File: src/rtl/pwd_defines.svh
/*
 Register indices, control/status field positions, reset values and timing counts
 for the parallel word DMA interface.
 Assumes a 100 MHz mclk_i.
*/
// Contract
// - Word count is 16-bit read/write, loaded with minus the count, word access only.
// - Word count advances each transfer; at zero transfers stop, ready sets, interrupt requested.
// - Address counter is 15-bit read/write word address, word access only.
// - Address counter advances each transfer and carries into the extended address bits.
// - With a 16-bit address space the extended bits drop and the address wraps.
// - Control/status bit 0 is write-only and always reads zero.
// - Bits 0-6, 8, 12 are read/write; bits 7, 9-11, 13-15 read-only.
// - Control/status bit 14 clears on a written zero; a written one does nothing.
// - Bits 4 and 5 are extended address bits; byte and word access allowed.
// - Input buffer read-only from user; output buffer write-only to user; DMA or program.
// - Both buffers share one address: reads input, writes output; byte or word.
// - Writing one to the start bit drives ready low, allowing transfers.
// - A transfer request latches input data, cycle type and burst select.
// - A transfer request sets the pending-cycle flag, which requests bus mastership.
// - Burst select idles high for single cycles; driven low selects burst.
// - Sixteen active-high data outputs and sixteen active-high data inputs.
// - Attention input high ends transfers, sets ready, requests interrupt if enabled.
// - Either advance enable low suppresses advancing its counter after the transfer.
// - After a transfer not reaching zero: advance counters, busy high, ready stays low.
// - No memory reply marks nonexistent memory and raises a special-condition interrupt.
`ifndef PWD_DEFINES_SVH
`define PWD_DEFINES_SVH

// ----------------------------------------------------------------------------
// Register indices on the register port
// ----------------------------------------------------------------------------
`define PWD_IDX_WORD_COUNT 2'h0
`define PWD_IDX_ADDRESS 2'h1
`define PWD_IDX_CONTROL 2'h2
`define PWD_IDX_DATA 2'h3

// ----------------------------------------------------------------------------
// Control/status fields
// ----------------------------------------------------------------------------
`define PWD_CSR_GO 0
`define PWD_CSR_FUNC_LSB 1
`define PWD_CSR_EXT_LSB 4
`define PWD_CSR_IE 6
`define PWD_CSR_READY 7
`define PWD_CSR_CYCLE 8
`define PWD_CSR_STAT_LSB 9
`define PWD_CSR_MAINT 12
`define PWD_CSR_ATTENTION_ABORT 13
`define PWD_CSR_NXM 14
`define PWD_CSR_SPECIAL 15
`define PWD_CSR_RESET 16'h0080

// ----------------------------------------------------------------------------
// Timing
// ----------------------------------------------------------------------------
`define PWD_CLK_PERIOD_NS 10
`define PWD_NXM_TIME_NS 10000
`define PWD_NXM_CYCLES ((`PWD_NXM_TIME_NS + `PWD_CLK_PERIOD_NS - 1) / `PWD_CLK_PERIOD_NS)

`endif

File: src/rtl/pwd_pkg.sv
/*
 Types shared by the parallel word DMA interface modules.
 Assumes nothing of its surroundings.
*/
package pwd_pkg;
   // Bus cycle type, code is {first select line, second select line}
   typedef enum logic [1:0] {
      PWD_READ = 2'b00,
      PWD_WRITE = 2'b01,
      PWD_RMW = 2'b10,
      PWD_WRITE_BYTE = 2'b11
   } pwd_cycle_t;

   typedef struct packed {
      pwd_cycle_t cycle;
      logic single_cycle;
      logic byte_address_low;
      logic count_advance_enable;
      logic address_advance_enable;
   } pwd_user_ctl_t;

   typedef struct packed {
      pwd_cycle_t cycle;
      logic [17:0] addr;
      logic [15:0] wdata;
   } pwd_bus_cmd_t;

   typedef enum logic [2:0] {
      PWD_M_IDLE = 3'b000,
      PWD_M_REQ = 3'b001,
      PWD_M_READ = 3'b010,
      PWD_M_RD_END = 3'b011,
      PWD_M_WRITE = 3'b100,
      PWD_M_WR_END = 3'b101
   } pwd_mstate_t;
endpackage

File: src/rtl/pwd_dma.sv
/*
 Parallel word DMA interface: register file, user handshake, counters,
 and the host bus master sequencer.
 Assumes all inputs are synchronous to mclk_i and the register port presents
 one access per strobe cycle.
*/
`timescale 1ns/1ps
`include "pwd_defines.svh"
module pwd_dma #(
   parameter int ADDR_BITS = 18,
   parameter int NXM_CYCLES = `PWD_NXM_CYCLES
) (
   // Clock and reset
   input wire logic mclk_i,
   input wire logic resetn_i,
   // Register port
   input wire logic [1:0] reg_addr_i,
   input wire logic reg_wr_i,
   input wire logic reg_rd_i,
   input wire logic [1:0] reg_be_i,
   input wire logic [15:0] reg_wdata_i,
   output logic [15:0] reg_rdata_o,
   output logic irq_o,
   // User device
   input wire logic [15:0] data_in_i,
   output logic [15:0] data_out_o,
   input wire logic cycle_request_i,
   input wire logic [1:0] cycle_type_select_i,
   input wire logic single_cycle_i,
   input wire logic byte_address_low_i,
   input wire logic count_advance_enable_i,
   input wire logic address_advance_enable_i,
   input wire logic attention_abort_i,
   input wire logic [2:0] status_i,
   output logic [2:0] function_o,
   output logic busy_o,
   output logic ready_o,
   // Host bus master
   output logic dma_req_o,
   input wire logic dma_grant_i,
   output logic bus_ack_o,
   output logic bus_strobe_o,
   output logic bus_write_o,
   output logic bus_byte_o,
   output logic [17:0] bus_addr_o,
   output logic [15:0] bus_wdata_o,
   input wire logic [15:0] bus_rdata_i,
   input wire logic bus_reply_i
);
   // ---------------------------------------------------------------------------
   // State
   // ---------------------------------------------------------------------------
   logic [15:0] word_count;
   logic [14:0] bus_address_counter;
   logic [1:0] ext_addr;
   logic [2:0] func;
   logic int_enable;
   logic ready;
   logic cycle_pending;
   logic maint;
   logic nxm;
   logic [15:0] output_data_buffer;
   logic [15:0] input_data_buffer;
   pwd_pkg::pwd_user_ctl_t ctl;

   logic [15:0] csr_view;
   logic [15:0] csr_wr;
   logic wr_word;
   logic wr_csr;
   logic go;
   logic prog_start;
   logic req_pulse;
   logic accept;
   logic start;
   logic done;
   logic nxm_pulse;
   logic [15:0] rdata;
   logic [15:0] next_word_count;
   logic [16:0] next_address;
   logic [17:0] full_addr;
   logic [17:0] eff_addr;
   pwd_pkg::pwd_bus_cmd_t cmd;

   // Byte-lane merge of a write into an old value
   function automatic logic [15:0] merge(input logic [15:0] old, input logic [15:0] nw,
                                         input logic [1:0] be);
      merge = {be[1] ? nw[15:8] : old[15:8], be[0] ? nw[7:0] : old[7:0]};
   endfunction

   // ---------------------------------------------------------------------------
   // Register decode
   // ---------------------------------------------------------------------------
   assign wr_word = reg_wr_i && (reg_be_i == 2'h3);
   assign wr_csr = reg_wr_i && (reg_addr_i == `PWD_IDX_CONTROL);
   assign csr_wr = merge(csr_view, reg_wdata_i, reg_be_i);
   assign go = wr_csr && reg_be_i[0] && reg_wdata_i[`PWD_CSR_GO];
   assign prog_start = wr_csr && reg_be_i[1] && reg_wdata_i[`PWD_CSR_CYCLE] &&
                       !ready && !cycle_pending;

   assign csr_view = {nxm | attention_abort_i, nxm, attention_abort_i, maint, status_i,
                      cycle_pending, ready, int_enable, ext_addr, func, 1'b0};

   // ---------------------------------------------------------------------------
   // User request
   // ---------------------------------------------------------------------------
   pwd_rise u_req_edge (
      .mclk_i(mclk_i),
      .resetn_i(resetn_i),
      .level_i(cycle_request_i),
      .pulse_o(req_pulse)
   );

   assign accept = req_pulse && !ready && !cycle_pending;
   assign start = accept || prog_start;

   always_ff @(posedge mclk_i or negedge resetn_i) begin
      if (!resetn_i) begin
         input_data_buffer <= 16'h0000;
         ctl <= '0;
      end else if (start) begin
         input_data_buffer <= data_in_i;
         ctl <= {pwd_pkg::pwd_cycle_t'(cycle_type_select_i), single_cycle_i, byte_address_low_i,
                 count_advance_enable_i, address_advance_enable_i};
      end
   end

   always_ff @(posedge mclk_i or negedge resetn_i) begin
      if (!resetn_i) begin
         cycle_pending <= 1'b0;
      end else if (start) begin
         cycle_pending <= 1'b1;
      end else if (done || nxm_pulse) begin
         cycle_pending <= 1'b0;
      end
   end

   // ---------------------------------------------------------------------------
   // Counters
   // ---------------------------------------------------------------------------
   assign next_word_count = word_count + 16'h0001;
   assign next_address = {ext_addr, bus_address_counter} + 17'h00001;

   always_ff @(posedge mclk_i or negedge resetn_i) begin
      if (!resetn_i) begin
         word_count <= 16'h0000;
      end else if (done && ctl.count_advance_enable) begin
         word_count <= next_word_count;
      end else if (wr_word && reg_addr_i == `PWD_IDX_WORD_COUNT) begin
         word_count <= reg_wdata_i;
      end
   end

   always_ff @(posedge mclk_i or negedge resetn_i) begin
      if (!resetn_i) begin
         bus_address_counter <= 15'h0000;
         ext_addr <= 2'h0;
      end else if (done && ctl.address_advance_enable) begin
         {ext_addr, bus_address_counter} <= next_address;
      end else begin
         if (wr_word && reg_addr_i == `PWD_IDX_ADDRESS) begin
            bus_address_counter <= reg_wdata_i[15:1];
         end
         if (wr_csr) begin
            ext_addr <= csr_wr[`PWD_CSR_EXT_LSB+1:`PWD_CSR_EXT_LSB];
         end
      end
   end

   // ---------------------------------------------------------------------------
   // Control/status
   // ---------------------------------------------------------------------------
   always_ff @(posedge mclk_i or negedge resetn_i) begin
      if (!resetn_i) begin
         func <= 3'h0;
         int_enable <= 1'b0;
         maint <= 1'b0;
      end else if (wr_csr) begin
         func <= csr_wr[`PWD_CSR_FUNC_LSB+2:`PWD_CSR_FUNC_LSB];
         int_enable <= csr_wr[`PWD_CSR_IE];
         maint <= csr_wr[`PWD_CSR_MAINT];
      end
   end

   always_ff @(posedge mclk_i or negedge resetn_i) begin
      if (!resetn_i) begin
         nxm <= 1'b0;
      end else if (nxm_pulse) begin
         nxm <= 1'b1;
      end else if (wr_csr && reg_be_i[1] && !reg_wdata_i[`PWD_CSR_NXM]) begin
         nxm <= 1'b0;
      end
   end

   always_ff @(posedge mclk_i or negedge resetn_i) begin
      if (!resetn_i) begin
         ready <= 1'(`PWD_CSR_RESET >> `PWD_CSR_READY);
      end else if (nxm_pulse || attention_abort_i) begin
         ready <= 1'b1;
      end else if (done && ctl.count_advance_enable && next_word_count == 16'h0000) begin
         ready <= 1'b1;
      end else if (go) begin
         ready <= 1'b0;
      end
   end

   always_ff @(posedge mclk_i or negedge resetn_i) begin
      if (!resetn_i) begin
         irq_o <= 1'b0;
      end else begin
         irq_o <= int_enable && (ready || nxm);
      end
   end

   // ---------------------------------------------------------------------------
   // Data buffers
   // ---------------------------------------------------------------------------
   always_ff @(posedge mclk_i or negedge resetn_i) begin
      if (!resetn_i) begin
         output_data_buffer <= 16'h0000;
      end else if (done && (ctl.cycle == pwd_pkg::PWD_READ || ctl.cycle == pwd_pkg::PWD_RMW)) begin
         output_data_buffer <= rdata;
      end else if (reg_wr_i && reg_addr_i == `PWD_IDX_DATA) begin
         output_data_buffer <= merge(output_data_buffer, reg_wdata_i, reg_be_i);
      end
   end

   always_ff @(posedge mclk_i or negedge resetn_i) begin
      if (!resetn_i) begin
         reg_rdata_o <= 16'h0000;
      end else if (reg_rd_i) begin
         case (reg_addr_i)
            `PWD_IDX_WORD_COUNT: reg_rdata_o <= word_count;
            `PWD_IDX_ADDRESS: reg_rdata_o <= {bus_address_counter, 1'b0};
            `PWD_IDX_CONTROL: reg_rdata_o <= csr_view;
            default: reg_rdata_o <= input_data_buffer;
         endcase
      end
   end

   // ---------------------------------------------------------------------------
   // Bus master
   // ---------------------------------------------------------------------------
   assign full_addr = {ext_addr, bus_address_counter,
                       (ctl.cycle == pwd_pkg::PWD_WRITE_BYTE) ? ctl.byte_address_low : 1'b0};
   always_comb begin
      for (int i = 0; i < 18; i++) begin
         eff_addr[i] = (i < ADDR_BITS) ? full_addr[i] : 1'b0;
      end
   end

   always_comb begin
      cmd.cycle = pwd_pkg::pwd_cycle_t'(cycle_type_select_i);
      cmd.addr = eff_addr;
      cmd.wdata = data_in_i;
      if (!start) begin
         cmd.cycle = ctl.cycle;
         cmd.wdata = input_data_buffer;
      end
   end

   pwd_bus_master #(
      .NXM_CYCLES(NXM_CYCLES)
   ) u_master (
      .mclk_i(mclk_i),
      .resetn_i(resetn_i),
      .start_i(cycle_pending && !done && !nxm_pulse && !bus_strobe_o && !dma_req_o),
      .hold_i(!ctl.single_cycle && !ready),
      .cmd_i(cmd),
      .done_o(done),
      .nxm_o(nxm_pulse),
      .rdata_o(rdata),
      .dma_req_o(dma_req_o),
      .dma_grant_i(dma_grant_i),
      .bus_ack_o(bus_ack_o),
      .bus_strobe_o(bus_strobe_o),
      .bus_write_o(bus_write_o),
      .bus_byte_o(bus_byte_o),
      .bus_addr_o(bus_addr_o),
      .bus_wdata_o(bus_wdata_o),
      .bus_rdata_i(bus_rdata_i),
      .bus_reply_i(bus_reply_i)
   );

   assign busy_o = !cycle_pending;
   assign ready_o = ready;
   assign data_out_o = output_data_buffer;
   assign function_o = func;
endmodule // pwd_dma

File: src/rtl/pwd_rise.sv
/*
 Rising edge detector giving a one-cycle pulse.
 Assumes the input is synchronous to mclk_i.
*/
`timescale 1ns/1ps
module pwd_rise (
   // Clock and reset
   input wire logic mclk_i,
   input wire logic resetn_i,
   // Level in, pulse out
   input wire logic level_i,
   output logic pulse_o
);
   logic prev;

   always_ff @(posedge mclk_i or negedge resetn_i) begin
      if (!resetn_i) begin
         prev <= 1'b0;
      end else begin
         prev <= level_i;
      end
   end

   assign pulse_o = level_i & ~prev;
endmodule // pwd_rise

File: src/rtl/pwd_bus_master.sv
/*
 Host bus master sequencer: requests mastership, runs a read and/or write phase,
 and times out a missing reply.
 Assumes the host arbiter answers dma_req_o with dma_grant_i and memory answers
 bus_strobe_o with bus_reply_i, all synchronous to mclk_i.
*/
`timescale 1ns/1ps
`include "pwd_defines.svh"
module pwd_bus_master #(
   parameter int NXM_CYCLES = `PWD_NXM_CYCLES
) (
   // Clock and reset
   input wire logic mclk_i,
   input wire logic resetn_i,
   // Command side
   input wire logic start_i,
   input wire logic hold_i,
   input wire pwd_pkg::pwd_bus_cmd_t cmd_i,
   output logic done_o,
   output logic nxm_o,
   output logic [15:0] rdata_o,
   // Host bus side
   output logic dma_req_o,
   input wire logic dma_grant_i,
   output logic bus_ack_o,
   output logic bus_strobe_o,
   output logic bus_write_o,
   output logic bus_byte_o,
   output logic [17:0] bus_addr_o,
   output logic [15:0] bus_wdata_o,
   input wire logic [15:0] bus_rdata_i,
   input wire logic bus_reply_i
);
   pwd_pkg::pwd_mstate_t state;
   pwd_pkg::pwd_mstate_t first_phase;
   pwd_pkg::pwd_bus_cmd_t cmd;
   logic [15:0] timer;
   logic timeout;

   assign first_phase = (cmd.cycle == pwd_pkg::PWD_READ || cmd.cycle == pwd_pkg::PWD_RMW) ?
                        pwd_pkg::PWD_M_READ : pwd_pkg::PWD_M_WRITE;
   assign timeout = (timer == 16'(NXM_CYCLES - 1));

   // ---------------------------------------------------------------------------
   // Sequencer
   // ---------------------------------------------------------------------------
   always_ff @(posedge mclk_i or negedge resetn_i) begin
      if (!resetn_i) begin
         state <= pwd_pkg::PWD_M_IDLE;
      end else begin
         case (state)
            pwd_pkg::PWD_M_IDLE: begin
               if (start_i) begin
                  state <= pwd_pkg::PWD_M_REQ;
               end
            end
            pwd_pkg::PWD_M_REQ: begin
               if (dma_grant_i || bus_ack_o) begin
                  state <= first_phase;
               end
            end
            pwd_pkg::PWD_M_READ: begin
               if (bus_reply_i) begin
                  state <= pwd_pkg::PWD_M_RD_END;
               end else if (timeout) begin
                  state <= pwd_pkg::PWD_M_IDLE;
               end
            end
            pwd_pkg::PWD_M_RD_END: begin
               if (!bus_reply_i) begin
                  state <= (cmd.cycle == pwd_pkg::PWD_RMW) ? pwd_pkg::PWD_M_WRITE :
                           pwd_pkg::PWD_M_IDLE;
               end
            end
            pwd_pkg::PWD_M_WRITE: begin
               if (bus_reply_i) begin
                  state <= pwd_pkg::PWD_M_WR_END;
               end else if (timeout) begin
                  state <= pwd_pkg::PWD_M_IDLE;
               end
            end
            pwd_pkg::PWD_M_WR_END: begin
               if (!bus_reply_i) begin
                  state <= pwd_pkg::PWD_M_IDLE;
               end
            end
            default: begin
               state <= pwd_pkg::PWD_M_IDLE;
            end
         endcase
      end
   end

   // ---------------------------------------------------------------------------
   // Command hold, reply timer, read data, completion pulses
   // ---------------------------------------------------------------------------
   always_ff @(posedge mclk_i or negedge resetn_i) begin
      if (!resetn_i) begin
         cmd <= '0;
      end else if (start_i && state == pwd_pkg::PWD_M_IDLE) begin
         cmd <= cmd_i;
      end
   end

   always_ff @(posedge mclk_i or negedge resetn_i) begin
      if (!resetn_i) begin
         timer <= 16'h0000;
      end else if (bus_strobe_o && !bus_reply_i) begin
         timer <= timer + 16'h0001;
      end else begin
         timer <= 16'h0000;
      end
   end

   always_ff @(posedge mclk_i or negedge resetn_i) begin
      if (!resetn_i) begin
         rdata_o <= 16'h0000;
      end else if (state == pwd_pkg::PWD_M_READ && bus_reply_i) begin
         rdata_o <= bus_rdata_i;
      end
   end

   always_ff @(posedge mclk_i or negedge resetn_i) begin
      if (!resetn_i) begin
         done_o <= 1'b0;
         nxm_o <= 1'b0;
      end else begin
         done_o <= !bus_reply_i && (state == pwd_pkg::PWD_M_WR_END ||
                   (state == pwd_pkg::PWD_M_RD_END && cmd.cycle != pwd_pkg::PWD_RMW));
         nxm_o <= timeout && !bus_reply_i && bus_strobe_o;
      end
   end

   // Mastership is kept between cycles in burst mode
   always_ff @(posedge mclk_i or negedge resetn_i) begin
      if (!resetn_i) begin
         bus_ack_o <= 1'b0;
      end else if (state == pwd_pkg::PWD_M_REQ && dma_grant_i) begin
         bus_ack_o <= 1'b1;
      end else if (state == pwd_pkg::PWD_M_IDLE && !hold_i) begin
         bus_ack_o <= 1'b0;
      end
   end

   assign dma_req_o = (state == pwd_pkg::PWD_M_REQ) && !bus_ack_o;
   assign bus_strobe_o = (state == pwd_pkg::PWD_M_READ) || (state == pwd_pkg::PWD_M_WRITE);
   assign bus_write_o = (state == pwd_pkg::PWD_M_WRITE) || (state == pwd_pkg::PWD_M_WR_END);
   assign bus_byte_o = (cmd.cycle == pwd_pkg::PWD_WRITE_BYTE);
   assign bus_addr_o = cmd.addr;
   assign bus_wdata_o = cmd.wdata;
endmodule // pwd_bus_master

File: config.mk
export PLATFORM = sky130hd
export DESIGN_NAME = pwd_dma
export DESIGN_NICKNAME = d
export VERILOG_FILES = /design/src/rtl/pwd_pkg.sv /design/src/rtl/pwd_dma.sv /design/src/rtl/pwd_rise.sv /design/src/rtl/pwd_bus_master.sv
export VERILOG_INCLUDE_DIRS = /design/src /design/src/rtl
export SDC_FILE = /design/constraint.sdc
export NUM_CORES = 1
export LEC_CHECK = 0
export BUFFER_PORTS_ARGS = -buffer_cell sky130_fd_sc_hd__buf_2
export CAP_MARGIN = 20
export CORE_MARGIN = 2
export CORE_UTILIZATION = 34
export DETAILED_ROUTE_END_ITERATION = 12
export PLACE_DENSITY = 0.59
export SYNTH_ARGS = -nofsm -noshare
export SYNTH_HDL_FRONTEND = slang
export SYNTH_SLANG_ARGS = --single-unit
File: constraint.sdc
create_clock -name mclk_i -period 2.7 [get_ports mclk_i]
set_input_delay 0 -clock mclk_i [delete_from_list [all_inputs] [get_ports mclk_i]]
set_output_delay 0 -clock mclk_i [all_outputs]
set_load 0.1 [all_outputs]
---- Yosys cells after proc, flatten, opt, wreduce, memory -nomap -nowiden ----
Cells that the tools add are included.
storage, ports and cells
  register bits ........................... 171
  bits of input ports ..................... 69
  output and inout port bits .............. 77
  logic and storage cells ................. 166
operators by class
  $add $sub $neg .......................... 3
  equality and inequality tests ........... 19
  mux-type cells .......................... 35
  bitwise operators ....................... 3
  reductions and logical operators ........ 77
operators with widths
  cell                                                                      number
  16-bit two-way mux                                                        6
  16-bit one-hot mux with 3 select lines                                    1
  1-bit logical AND                                                         34
  16-bit by 1-bit adder with 16-bit output (second input constant)          2
  15-bit two-way mux                                                        2
  3-bit two-way mux                                                         9
  2-bit nonzero test                                                        10
  3-bit one-hot mux with 6 select lines                                     1
  17-bit by 1-bit adder with 17-bit output (second input constant)          1
  16-bit by 10-bit == test with 1-bit output (second input constant)        1
  16-bit logical NOT                                                        1
  8-bit two-way mux                                                         2
  2-bit == test (second input constant)                                     7
  1-bit logical NOT                                                         11
  1-bit logical OR                                                          10
  1-bit two-way mux                                                         10
  2-bit AND reduction                                                       5
  3-bit by 2-bit == test with 1-bit output (second input constant)          2
  3-bit == test (second input constant)                                     2
  2-bit logical NOT                                                         3
  2-bit two-way mux                                                         3
  6-bit two-way mux                                                         1
  2-bit inequality test (second input constant)                             3
  2-bit by 1-bit inequality test with 1-bit output (second input constant)  2
  other kinds (8)                                                           8

---- Logic depth before layout (Yosys ltp) ----
Gate-level depths: netlist (run 1).
  depth after elaboration ................. 8
  mapped depth ............................ 7
  depth with buffers taken out ............ 6

---- By module ----
From an unflattened synthesis (run 1), not the netlist that was laid out.
unflattened totals
  cells, all modules ...................... 737
  area, all modules ....................... 8459.4 µm²
by module, submodules not included
  module          times used  cells an instance  area each (µm²)  seq. area each (µm²)
  pwd_dma         1           468                5068.6           2403.6
  pwd_bus_master  1           267                3352.0           1851.8
  pwd_rise        1           2                  38.8             25.0

---- Least setup slack after synthesis (run 1) ----
Ideal clock, no wire load.
  path kind ............................... register to output
  start point ............................. register u_master.bus_ack_o
  end point ............................... output port dma_req_o
  arrival ................................. 3.716 ns
  required time ........................... 2.700 ns
  setup slack ............................. -1.016 ns
  stages on the path, launching flop included .. 2
  path buffers ............................ 0
  path through ............................ dfrtp_1 -> nor4_1
on the way
  cells in the longest elaborated chain, start to end .. 2
ends and longest elaborated chain
  item                      RTL line               RTL
  start: declaration        pwd_bus_master.sv:25   output logic bus_ack_o,
  start signal: assignment  pwd_bus_master.sv:137  bus_ack_o <= 1'b0;
  start signal: assignment  pwd_bus_master.sv:139  bus_ack_o <= 1'b1;
  start signal: assignment  pwd_bus_master.sv:141  bus_ack_o <= 1'b0;
  1-bit logical NOT         pwd_bus_master.sv:145  assign dma_req_o = (state == pwd_pkg::PWD_M_REQ) && !bus_ack_o;
  1-bit logical AND         pwd_bus_master.sv:145
  end: declaration          pwd_dma.sv:39          output logic dma_req_o,
Every way passes these cells.

---- Final worst setup path (run 1) ----
  start point ............................. register bus_address_counter[3]
  end point ............................... register bus_address_counter[13]
on the way
  cells in the longest elaborated chain, start to end .. 2
ends and longest elaborated chain
  item                                      RTL line        RTL
  start: declaration                        pwd_dma.sv:54   logic [14:0] bus_address_counter;
  start signal: assignment                  pwd_dma.sv:158  {ext_addr, bus_address_counter} <= next_address;
  start signal: assignment                  pwd_dma.sv:161  bus_address_counter <= reg_wdata_i[15:1];
  17-bit by 1-bit adder with 17-bit output  pwd_dma.sv:141  assign next_address = {ext_addr, bus_address_counter} + 17'h00001;
  15-bit two-way mux                        pwd_dma.sv:157  end else if (done && ctl.address_advance_enable) begin
Every way passes these cells.
A chain may end at the register's enable or synchronous reset.

==> out/results.ini, run 1 <==
[run_status]
status = complete, no violations

[routing]
wl_per_cell_um = 18.52
vias = 6415
post-route-drc-count = 0
routed_wl_mm = 23.15
drtIter0Drc = 400
via_per_inst = 5.132
firstDrtPassIters = 4
ant_nets = 0

[global_routing]
antenna_found_initial = 0
grt_pass1_wl_mm = 36.09
grt_max_degree = 66
overflow = 0
grt_util_all_layers_pct = 18.31
first_global_vias = 6219

[floorplanning]
row_count = 57
dieArea_mm2 = 0.02581
die_w_um = 160.6
pin_count = 146
initial_utilization_pct = 34.51
die_height_um = 160.6
core-area_mm2 = 0.02418

[final_layout]
fillers = 2310
n_antenna_cell = 0
layout.area.seq_mm2 = 0.004280
nets = 985
drive_above_1_share_pct = 33.15
multi_input_area_mm2 = 0.003613
syn_to_final_growth_pct = 24.54

[synthesis]
synth-edff-count = 0
async_reset_ff_share_pct = 100.0
ys_types = 64
yosys-top-cells-count = 170 x dfrtp_1, 85 x mux2_2, 79 x nor2_1, 50 x nand2_1, 43 x a21oi_1
ys_seq_area_share_pct = 51.30
synth_flop_cell = dfrtp_1
yosys-top-cells-area = dfrtp_1 51%, mux2_2 11%, nor2_1 3.6%, buf_4 3.3%, mux4_2 3.2%
ys_warn_count = 0
synth.most_common_cell = dfrtp_1
yosys.area.top_type = dfrtp_1
synth.top_cell.area_share_pct = 50.99
synth_fp_nets = 812
syn_avg_cell_area_um2 = 11.27
synth-seq-cells = 171
synth_area_mm2 = 0.008343
syn_inst = 740

[power_and_ir_drop]
p_clk_share_pct = 18.2
p_leak_nw = 4.602
cellPowerDensity_mw_per_mm2 = 1276
p_comb_share_pct = 48.7
p_int_mw = 6.240
ir_worst_vdd_mv = 0.9445
pwr-share-seq_pct = 33.1
switching_share_pct = 52.94
switchingPower_mw = 7.019

[sta]
slew_headroom_pct = 45.33
setup_viol_count_final = 0
holdWs_ns = 0.01854
finalHoldViolations = 0
fmax_mhz = 480.3
clock_skew_ns = 0.009901
worst_slew_pin_slew_ns = 0.8200
rsz0062_at_grt = false
min_period_over_period_pct = 77.12
drv_slew = 0
fin_tns_setup_ns = 0
fin_crit_ns = 2.082

[clock_tree]
clk_latency_ns = 0.43
cts-root-buf = clkbuf_16
clkSinkCount = 171
cts-buffers-inserted = 17
clk_pin_slew_worst_paths_ns = 0.08
tritoncts = yes
cts_max_level = 4
hold_buffers = 61
cts_setup_buffers = 0
clockBufferDepth = 2
cts_resized = 0

[place]
dp_hpwl_mm = 16.53
port_buffers = 145
gp_congestion = 0.8918

[setup_path]
critical_path_class = flop to flop
critPathMaxStageDelay_ns = 0.68
r2r_cells = 4
worst_path_max_delay_cell = nor4_2
crit_path_end_kind = flop
setup.worst_path.start = bus_address_counter[3]
arrival_ns = 2.42
crit_chain = nand4_1 -> nor4_2 -> a211oi_1 -> a311oi_1
reg2reg_from = bus_address_counter[3]
cp_max_fo = 7
cp-start-kind = flop
critPathRequiredTime_ns = 3.04

[flow_run]
max-cap-violations = 0

[min_path]
worstHoldStart = reg_rd_i
worst_hold_path_type = primary input to flop
hold_path_depth = 2

-- power groups by stage --
stage / registers, mW / logic [mW] / clock network, mW
floorplan: 5.65 / 4.25 / 0
global placement: 4.40 / 6.36 / 0
detailed placement: 4.42 / 6.40 / 0
CTS: 4.38 / 6.48 / 2.47
global route: 4.52 / 6.77 / 2.58
finish: 4.39 / 6.46 / 2.41
-- path summary, 6_finish.rpt --
check	slack, ns	end
worst max-delay path	0.62	bus_address_counter[13]
worst min-delay path	0.02	reg_rdata_o[15]
worst max register to register	0.62	bus_address_counter[13]
worst min register to register	0.50	u_master.bus_addr_o[13]
max in group asynchronous	1.82	data_out_o[3]
min in group asynchronous	0.12	u_master.bus_addr_o[9]
-- final cells by class --
cell class / count / share of cell area [%]
flip-flops and latches: 171 / 41.20
clock buffers: 18 / 4.227
clock inverters: 14 / 1.264
multi-input cells: 489 / 34.78
well taps: 324 / 3.902
repair buffers: 222 / 14.20
inverters: 12 / 0.4335
-- per-stage QoR --
| step | instance area [um2] | std cells | utilization [%] | worst slack [ns] | total power, mW |
|---|---|---|---|---|---|
| after floorplan | 8349 | 740 | - | 0.1516 | 9.901 |
| after detailed placement | 9209 | 1157 | 38.09 | 0.7388 | 10.82 |
| after CTS | 10390 | 1250 | 42.97 | 0.6571 | 13.33 |
| final | 10390 | 1250 | 42.97 | 0.6179 | 13.26 |
| after global routing | 10390 | 1250 | 42.97 | 0.4514 | 13.87 |
| after global placement | 9209 | 1157 | 38.09 | 0.7688 | 10.76 |
-- cells by family (layout without fill, tap and decap cells) --
kind of cell,Yosys count,after routing,synth area share (%)
compound gates,116,116,8.878
xor+xnor,16,16,1.680
fa+ha+maj,3,3,0.4500
buf+inv,80,266,5.594
flops,171,171,51.30
mux,122,122,18.16
simple gates,232,232,13.93
-- flip-flops by register name, summed over array words and instances (netlist names), 16 cells and up --
signal	flops
word_count	16
reg_rdata_o	16
u_master.bus_addr_o	18
input_data_buffer	16
data_out_o	16
u_master.bus_wdata_o	16
u_master.timer	16
u_master.rdata_o	16
-- worst max-delay path: cells and delay by family (launching register included) --
family           cells  cell delay [ns]
flip-flops           1             0.48
AND/OR/NAND/NOR      2             1.05
AO/OA/AOI/OAI        2             0.45
-- placed cells by master, fill, tap and decap left out, types with 10 or more instances in the layout --
cell type	n
nand3_1	24
mux2i_1	19
dlygate4sd3_1	61
mux2_2	85
buf_2	144
a211oi_1	10
nor2_1	79
clkbuf_16	17
xnor2_1	12
dfrtp_1	170
nor3_1	16
a21oi_1	43
inv_1	12
nand4_1	10
o21ai_0	21
nand2_1	50
mux4_2	12
buf_4	15
-- per-layer routing --
metal | vias up | GRT usage, % | wire length [um]
met5 | - | 0 | 0
met4 | 0 | 5.487 | 393
met3 | 33 | 5.088 | 1472
met2 | 207 | 28.08 | 10670
met1 | 3173 | 25.37 | 10610
li1 | 3002 | - | -
Note: power is estimated with default switching activity, not from simulation.
==> inputs of run 2 (changes only) <==
--- a/config.mk
+++ b/config.mk
@@ -11,7 +11,7 @@
 export CORE_MARGIN = 2
 export CORE_UTILIZATION = 34
 export DETAILED_ROUTE_END_ITERATION = 12
-export PLACE_DENSITY = 0.59
+export PLACE_DENSITY = 0.61
 export SYNTH_ARGS = -nofsm -noshare
 export SYNTH_HDL_FRONTEND = slang
 export SYNTH_SLANG_ARGS = --single-unit
==> constraint.sdc (replaced) <==
create_clock -name mclk_i -period 1.77 [get_ports mclk_i]
set_input_delay 0 -clock mclk_i [delete_from_list [all_inputs] [get_ports mclk_i]]
set_output_delay 0 -clock mclk_i [all_outputs]
set_load 0.1 [all_outputs]
==> run 2 against run 1 <==
  * Combinational power up 73%
  * First-iteration DRC count up 24%
  * Clock power up 58%
  * Cell area up 6.8%
  * Highest routed layer is now met5
  * Clock skew up 0.0067 ns
  * Global-route usage up 0.32 points
==> out/results.ini, run 2 (same netlist as run 1, synthesis figures left out) <==
[global_routing]
overflow = 0  ; unchanged
grt_util_all_layers_pct = 18.63  ; was 18.31%
grt_max_degree = 58  ; was 66
antenna_found_initial = 1  ; was 0
grt_pass1_wl_mm = 36.99  ; was 36.09 mm
first_global_vias = 6527  ; was 6219

[place]
dp_cells = 1220  ; was 1157
gp_congestion = 0.8942  ; was 0.8918
dp_hpwl_mm = 17.36  ; was 16.53 mm
port_buffers = 145  ; unchanged

[clock_tree]
clockBufferDepth = 2  ; unchanged
clkSinkCount = 171  ; unchanged
tritoncts = yes  ; unchanged
clk_pin_slew_worst_paths_ns = 0.07  ; was 0.08 ns
cts-buffers-inserted = 17  ; unchanged
clk_latency_ns = 0.44  ; was 0.43 ns
cts_max_level = 4  ; unchanged
cts-root-buf = clkbuf_16  ; unchanged

[sta]
setup_viol_count_final = 0  ; unchanged
min_period_over_period_pct = 99.93  ; was 77.12%
fmax_mhz = 565.4  ; was 480.3 MHz
clock_skew_ns = 0.01663  ; was 0.009901 ns
finalHoldViolations = 0  ; unchanged
rsz0062_at_grt = true  ; was false
drv_slew = 0  ; unchanged
worst_slew_pin_slew_ns = 0.5994  ; was 0.8200 ns
holdWs_ns = 0.02235  ; was 0.01854 ns
slew_headroom_pct = 60.04  ; was 45.33%
fin_crit_ns = 1.769  ; was 2.082 ns

[routing]
wirelength_met1_mm = 10.49  ; was 10.61 mm
dr_wl_met2_mm = 11.22  ; was 10.67 mm
wl_per_cell_um = 17.89  ; was 18.52 um
firstDrtPassIters = 5  ; was 4
vias = 6605  ; was 6415
highest_layer = met5  ; was met4
drtIter0Drc = 494  ; was 400
via_per_inst = 5.027  ; was 5.132
wl_met3_mm = 1.317  ; was 1.472 mm
post-route-drc-count = 0  ; unchanged
routed_wl_mm = 23.51  ; was 23.15 mm
ant_nets = 0  ; unchanged

[power_and_ir_drop]
p_leak_nw = 4.970  ; was 4.602 nW
switchingPower_mw = 10.99  ; was 7.019 mW
cellPowerDensity_mw_per_mm2 = 1920  ; was 1276 mW/mm2
p_int_mw = 10.32  ; was 6.240 mW
switching_share_pct = 51.57  ; was 52.94%
ir_worst_vdd_mv = 1.396  ; was 0.9445 mV
p_clk_share_pct = 17.9  ; was 18.2%
p_comb_share_pct = 52.5  ; was 48.7%
pwr-share-seq_pct = 29.6  ; was 33.1%

[final_layout]
mostFrequentLayoutCells = 168 x dfrtp_1, 143 x buf_2, 85 x mux2_2, 77 x nor2_1, 74 x buf_4  ; was 170 x dfrtp_1, 144 x buf_2, 85 x mux2_2, 79 x nor2_1, 61 x dlygate4sd3_1
drive_above_1_share_pct = 39.19  ; was 33.15%
layoutNonFillerInstCount = 1314  ; was 1250
largest_register_ffs = 18  ; unchanged
nets = 1049  ; was 985
syn_to_final_growth_pct = 33.02  ; was 24.54%
n_antenna_cell = 0  ; unchanged
fillers = 2248  ; was 2310
final_common_cell = dfrtp_1  ; unchanged

[setup_path]
arrival_ns = 2.11  ; was 2.42 ns
worst_path_max_delay_cell = dfrtp_1  ; was nor4_2
critPathBufInv = 0  ; unchanged
critPathMaxStageDelay_ns = 0.42  ; was 0.68 ns
critPathRequiredTime_ns = 2.11  ; was 3.04 ns
cp_max_fo = 4  ; was 7
cp-start-kind = flop  ; unchanged
cp_top_family = simple AND/OR/NAND/NOR gates  ; unchanged
crit_path_end_kind = flop  ; unchanged
crit_chain = and3_4 -> and4bb_4 -> or3_1 -> a221o_1 -> o31ai_2  ; was nand4_1 -> nor4_2 -> a211oi_1 -> a311oi_1
critical_path_class = flop to flop  ; unchanged

[flow_run]
max-cap-violations = 0  ; unchanged

[run_status]
status = complete, no violations  ; unchanged

[floorplanning]
pin_count = 146  ; unchanged
die_height_um = 160.6  ; unchanged
row_count = 57  ; unchanged
core-area_mm2 = 0.02418  ; unchanged
dieArea_mm2 = 0.02581  ; unchanged
die_w_um = 160.6  ; unchanged
initial_utilization_pct = 34.51  ; unchanged

[min_path]
worst_hold_path_type = primary input to flop  ; unchanged

[run 2: cell types whose count changed in the layout (fill, tap and decap cells not counted), moves of 2 or more]
| cell | before | now |
|---|---|---|
| clkinv_8 | 1 | 3 |
| nor2_1 | 79 | 77 |
| nor4_4 | 1 | 3 |
| nor3_2 | 0 | 2 |
| clkinv_2 | 2 | 0 |
| inv_8 | 5 | 3 |
| buf_12 | 1 | 8 |
| nor4_1 | 8 | 5 |
| nor3_1 | 16 | 14 |
| buf_4 | 15 | 74 |
| dfrtp_1 | 170 | 168 |
| dfrtp_2 | 0 | 2 |
| clkinv_4 | 1 | 3 |
[run 2: through the flow]
step	total power, mW	setup TNS (ns)	setup WS [ns]	utilization (%)	area (um2)
6_report	21.31	0	0.001296	45.90	11100
5_1_grt	22.29	-0.06528	-0.06403	45.90	11100
4_1_cts	21.36	0	0.0006908	45.65	11040
3_5_place_dp	17.35	-0.1048	-0.06395	40.50	9792
3_3_place_gp	17.21	-0.004966	-0.004966	40.50	9792
2_1_floorplan	15.16	-0.1638	-0.1313	-	8383
[run 2: what timing repair did]
action | 4_1_cts | 5_1_grt
pin swaps | 1 | 2
cloned | 0 | 0
hold endpoints to repair | 161 | 0
buffers inserted | 1 | 1
hold buffers | 60 | 0
setup endpoints to repair | 4 | 9
resized for setup | 6 | 13
[run 2: power by group through the flow]
stage	sequential (mW)	clock [mW]	combinational, mW
4_1_cts	6.30	3.89	11.2
3_3_place_gp	6.29	0	10.9
3_5_place_dp	6.36	0	11.0
6_report	6.31	3.80	11.2
5_1_grt	6.50	4.07	11.7
2_1_floorplan	8.63	0	6.54
[run 2: per-layer routing]
metal / GRT usage [%] / up-vias
met4: 4.791 / 2
met1: 25.16 / 3255
met3: 4.494 / 24
li1: - / 3131
met5: 0 / -
met2: 30.23 / 193
[run 2: layout make-up]
class / instances / area, um2 / share of cell area [%]
Multi-Input combinational cell: 489 / 3712 / 33.45
Timing Repair Buffer: 286 / 2043 / 18.41
Inverter: 12 / 45.04 / 0.4059
Tap cell: 324 / 405.4 / 3.653
Clock inverter: 15 / 180.2 / 1.623
Sequential cell: 171 / 4287 / 38.62
Clock buffer: 17 / 425.4 / 3.833
[run 2: worst paths after layout]
check / start / endpoint / slack [ns] / depth (start not counted)
max: word_count[0] / ready_o / 0.001 / 5
min: status_i[0] / reg_rdata_o[9] / 0.02 / 3
max reg2reg: word_count[0] / ready_o / 0.001 / 5
min reg2reg: ctl[3] / ctl[3] / 0.50 / 1
max in group asynchronous: resetn_i / u_master.rdata_o[8] / 0.99 / 3
min in group asynchronous: resetn_i / u_master.bus_addr_o[15] / 0.12 / 2
[run 2: worst reg2reg max path, cell delays in order, from the launching register on]
cell      delay (ns)
dfrtp_1         0.42
and3_4          0.20
and4bb_4        0.21
or3_1           0.30
a221o_1         0.33
o31ai_2         0.22
==> inputs of run 3 (changes only) <==
--- a/config.mk
+++ b/config.mk
@@ -12,6 +12,7 @@
 export CORE_UTILIZATION = 34
 export DETAILED_ROUTE_END_ITERATION = 12
 export PLACE_DENSITY = 0.61
+export RECOVER_POWER = 50
 export SYNTH_ARGS = -nofsm -noshare
 export SYNTH_HDL_FRONTEND = slang
 export SYNTH_SLANG_ARGS = --single-unit
==> run 3 against run 2 <==
  * Routed wire length decreased by 0.55%
  * Maximum frequency rose by 1.0%
  * Cell area down 0.29%
  * Register-to-register slack better by 0.02 ns
  * Combinational power about the same
  * Clock power barely moved
  * Setup slack improved by 0.018 ns
  * Critical path type unchanged
  * Critical endpoint unchanged
  * Largest cell class unchanged
  * Highest routed layer unchanged
==> out/results.ini, run 3 (same netlist as run 1, synthesis figures left out) <==
[setup_path]
crit_chain = and3_4 -> and4bb_4 -> or3_1 -> a221o_1 -> o31ai_2  ; unchanged
arrival_ns = 2.09  ; was 2.11 ns
worstReg2RegEnd = ready_o  ; unchanged
worst-r2r-setup-slack_ns = 0.02  ; was 0.001 ns
cp_max_fo = 4  ; unchanged
cp-start-kind = flop  ; unchanged
reg2reg_from = word_count[0]  ; unchanged
critPathMaxStageDelay_ns = 0.41  ; was 0.42 ns
worst_path_max_delay_cell = dfrtp_1  ; unchanged
critical_path_class = flop to flop  ; unchanged
critPathRequiredTime_ns = 2.11  ; about the same
r2r_cells = 5  ; unchanged
crit_path_end_kind = flop  ; unchanged

[sta]
holdWs_ns = 0.02072  ; was 0.02235 ns
slew_headroom_pct = 5.112  ; was 60.04%
finalHoldViolations = 0  ; unchanged
rsz0062_at_grt = true  ; unchanged
fin_crit_ns = 1.750  ; was 1.769 ns
drv_slew = 0  ; unchanged
fin_tns_setup_ns = 0  ; unchanged
fmax_mhz = 571.3  ; was 565.4 MHz
setup_viol_count_final = 0  ; unchanged
min_period_over_period_pct = 98.90  ; was 99.93%
clock_skew_ns = 0.01453  ; was 0.01663 ns
worst_slew_pin_slew_ns = 1.423  ; was 0.5994 ns

[global_routing]
grt_pass1_wl_mm = 36.99  ; unchanged
antenna_found_initial = 1  ; unchanged
grt_max_degree = 58  ; unchanged
use_met3_pct = 4.494  ; unchanged
overflow = 0  ; unchanged
grt_util_all_layers_pct = 18.63  ; unchanged
grt_use_met1_pct = 25.16  ; unchanged
grt_use_met2_pct = 30.23  ; unchanged
first_global_vias = 6527  ; unchanged
grt_busiest_layer = met2  ; unchanged

[routing]
via_per_inst = 5.041  ; was 5.027
routed_wl_mm = 23.38  ; was 23.51 mm
drtIter0Drc = 447  ; was 494
firstDrtPassIters = 5  ; unchanged
ant_nets = 0  ; unchanged
vias = 6624  ; was 6605
wl_per_cell_um = 17.79  ; was 17.89 um
post-route-drc-count = 0  ; unchanged

[flow_run]
max-cap-violations = 0  ; unchanged

[final_layout]
nets = 1049  ; unchanged
largest_register_ffs = 18  ; unchanged
n_antenna_cell = 0  ; unchanged
drive_above_1_share_pct = 38.99  ; was 39.19%
final_common_cell = dfrtp_1  ; unchanged
fin_area_mm2 = 0.01107  ; was 0.01110 mm2
mostFrequentLayoutCells = 168 x dfrtp_1, 123 x buf_2, 85 x mux2_2, 77 x nor2_1, 66 x buf_4  ; was 168 x dfrtp_1, 143 x buf_2, 85 x mux2_2, 77 x nor2_1, 74 x buf_4
syn_to_final_growth_pct = 32.63  ; was 33.02%

[power_and_ir_drop]
cellPowerDensity_mw_per_mm2 = 1923  ; was 1920 mW/mm2
p_leak_nw = 4.953  ; was 4.970 nW
total_power_mw = 21.28  ; was 21.31 mW
ir_worst_vdd_mv = 1.398  ; was 1.396 mV

[clock_tree]
clk_latency_ns = 0.43  ; was 0.44 ns
clk_pin_slew_worst_paths_ns = 0.07  ; about the same
clockBufferDepth = 2  ; unchanged
cts-root-buf = clkbuf_16  ; unchanged
cts_max_level = 4  ; unchanged
clkSinkCount = 171  ; unchanged
cts-buffers-inserted = 17  ; unchanged
tritoncts = yes  ; unchanged

[min_path]
hold_path_depth = 3  ; unchanged
worst_hold_path_type = primary input to flop  ; unchanged
worstHoldStart = status_i[0]  ; unchanged
holdPathEnd = reg_rdata_o[9]  ; unchanged

[floorplanning]
die_w_um = 160.6  ; unchanged
pin_count = 146  ; unchanged
row_count = 57  ; unchanged
dieArea_mm2 = 0.02581  ; unchanged
die_height_um = 160.6  ; unchanged
core-area_mm2 = 0.02418  ; unchanged
initial_utilization_pct = 34.51  ; unchanged

[place]
port_buffers = 145  ; unchanged
gp_congestion = 0.8942  ; unchanged
postPlaceCellArea_mm2 = 0.009792  ; unchanged
dp_hpwl_mm = 17.36  ; unchanged

[run_status]
status = complete, no violations  ; unchanged

## run 3: worst max-delay path by stage
stage                  startpoint             end  slack, ns  cells past startpoint
2_1_floorplan  u_master.bus_ack_o       dma_req_o      -0.13                      1
3_3_place_gp        word_count[1]  word_count[12]     -0.005                      6
3_5_place_dp        word_count[1]  word_count[12]      -0.06                      6
4_1_cts             word_count[1]         ready_o     0.0007                      5
5_1_grt            word_count[10]         ready_o      -0.06                      7
6_report            word_count[0]         ready_o       0.02                      5
## run 3: timing repair
item	CTS	global route
setup endpoints to repair	4	9
setup buffers	1	1
pin swaps	1	2
endpoints found under the hold margin	161	0
hold buffers	60	0
gates cloned	0	0
gates resized for setup	6	13
## run 3: metrics by stage
stage / utilization (%) / worst slack, ns / instances
2_1_floorplan: - / -0.1313 / 740
3_3_place_gp: 40.50 / -0.004966 / 1220
3_5_place_dp: 40.50 / -0.06395 / 1220
4_1_cts: 45.65 / 0.0006908 / 1313
5_1_grt: 45.77 / -0.06403 / 1314
6_report: 45.77 / 0.01954 / 1314
## run 3: area by class of cell
cell class / instances / area (um2)
Clock inverter: 15 / 180.2
Sequential cell: 171 / 4287
Timing Repair Buffer: 286 / 2011
Clock buffer: 17 / 425.4
Tap cell: 324 / 405.4
Fill cell: 2257 / 13110
Multi-Input combinational cell: 489 / 3712
Inverter: 12 / 45.04
## run 3: worst max-delay path: cells and delay by family, from the launching register on
family	cells	cell delay, ns
DFF	1	0.41
and+or+nand+nor	3	0.70
AOI/OAI and AO/OA	2	0.55
## run 3: power by group
part | internal [mW] | switching (mW)
registers | 5.32 | 1.00
clock network | 2.02 | 1.78
logic | 2.95 | 8.21
total | 10.3 | 11.0
## run 3: per-layer routing
layer | vias up | share of wire [%]
li1 | 3133 | -
met1 | 3258 | 45
met3 | 30 | 5.5
met2 | 201 | 48
met4 | 2 | 2.1
met5 | - | 0.056
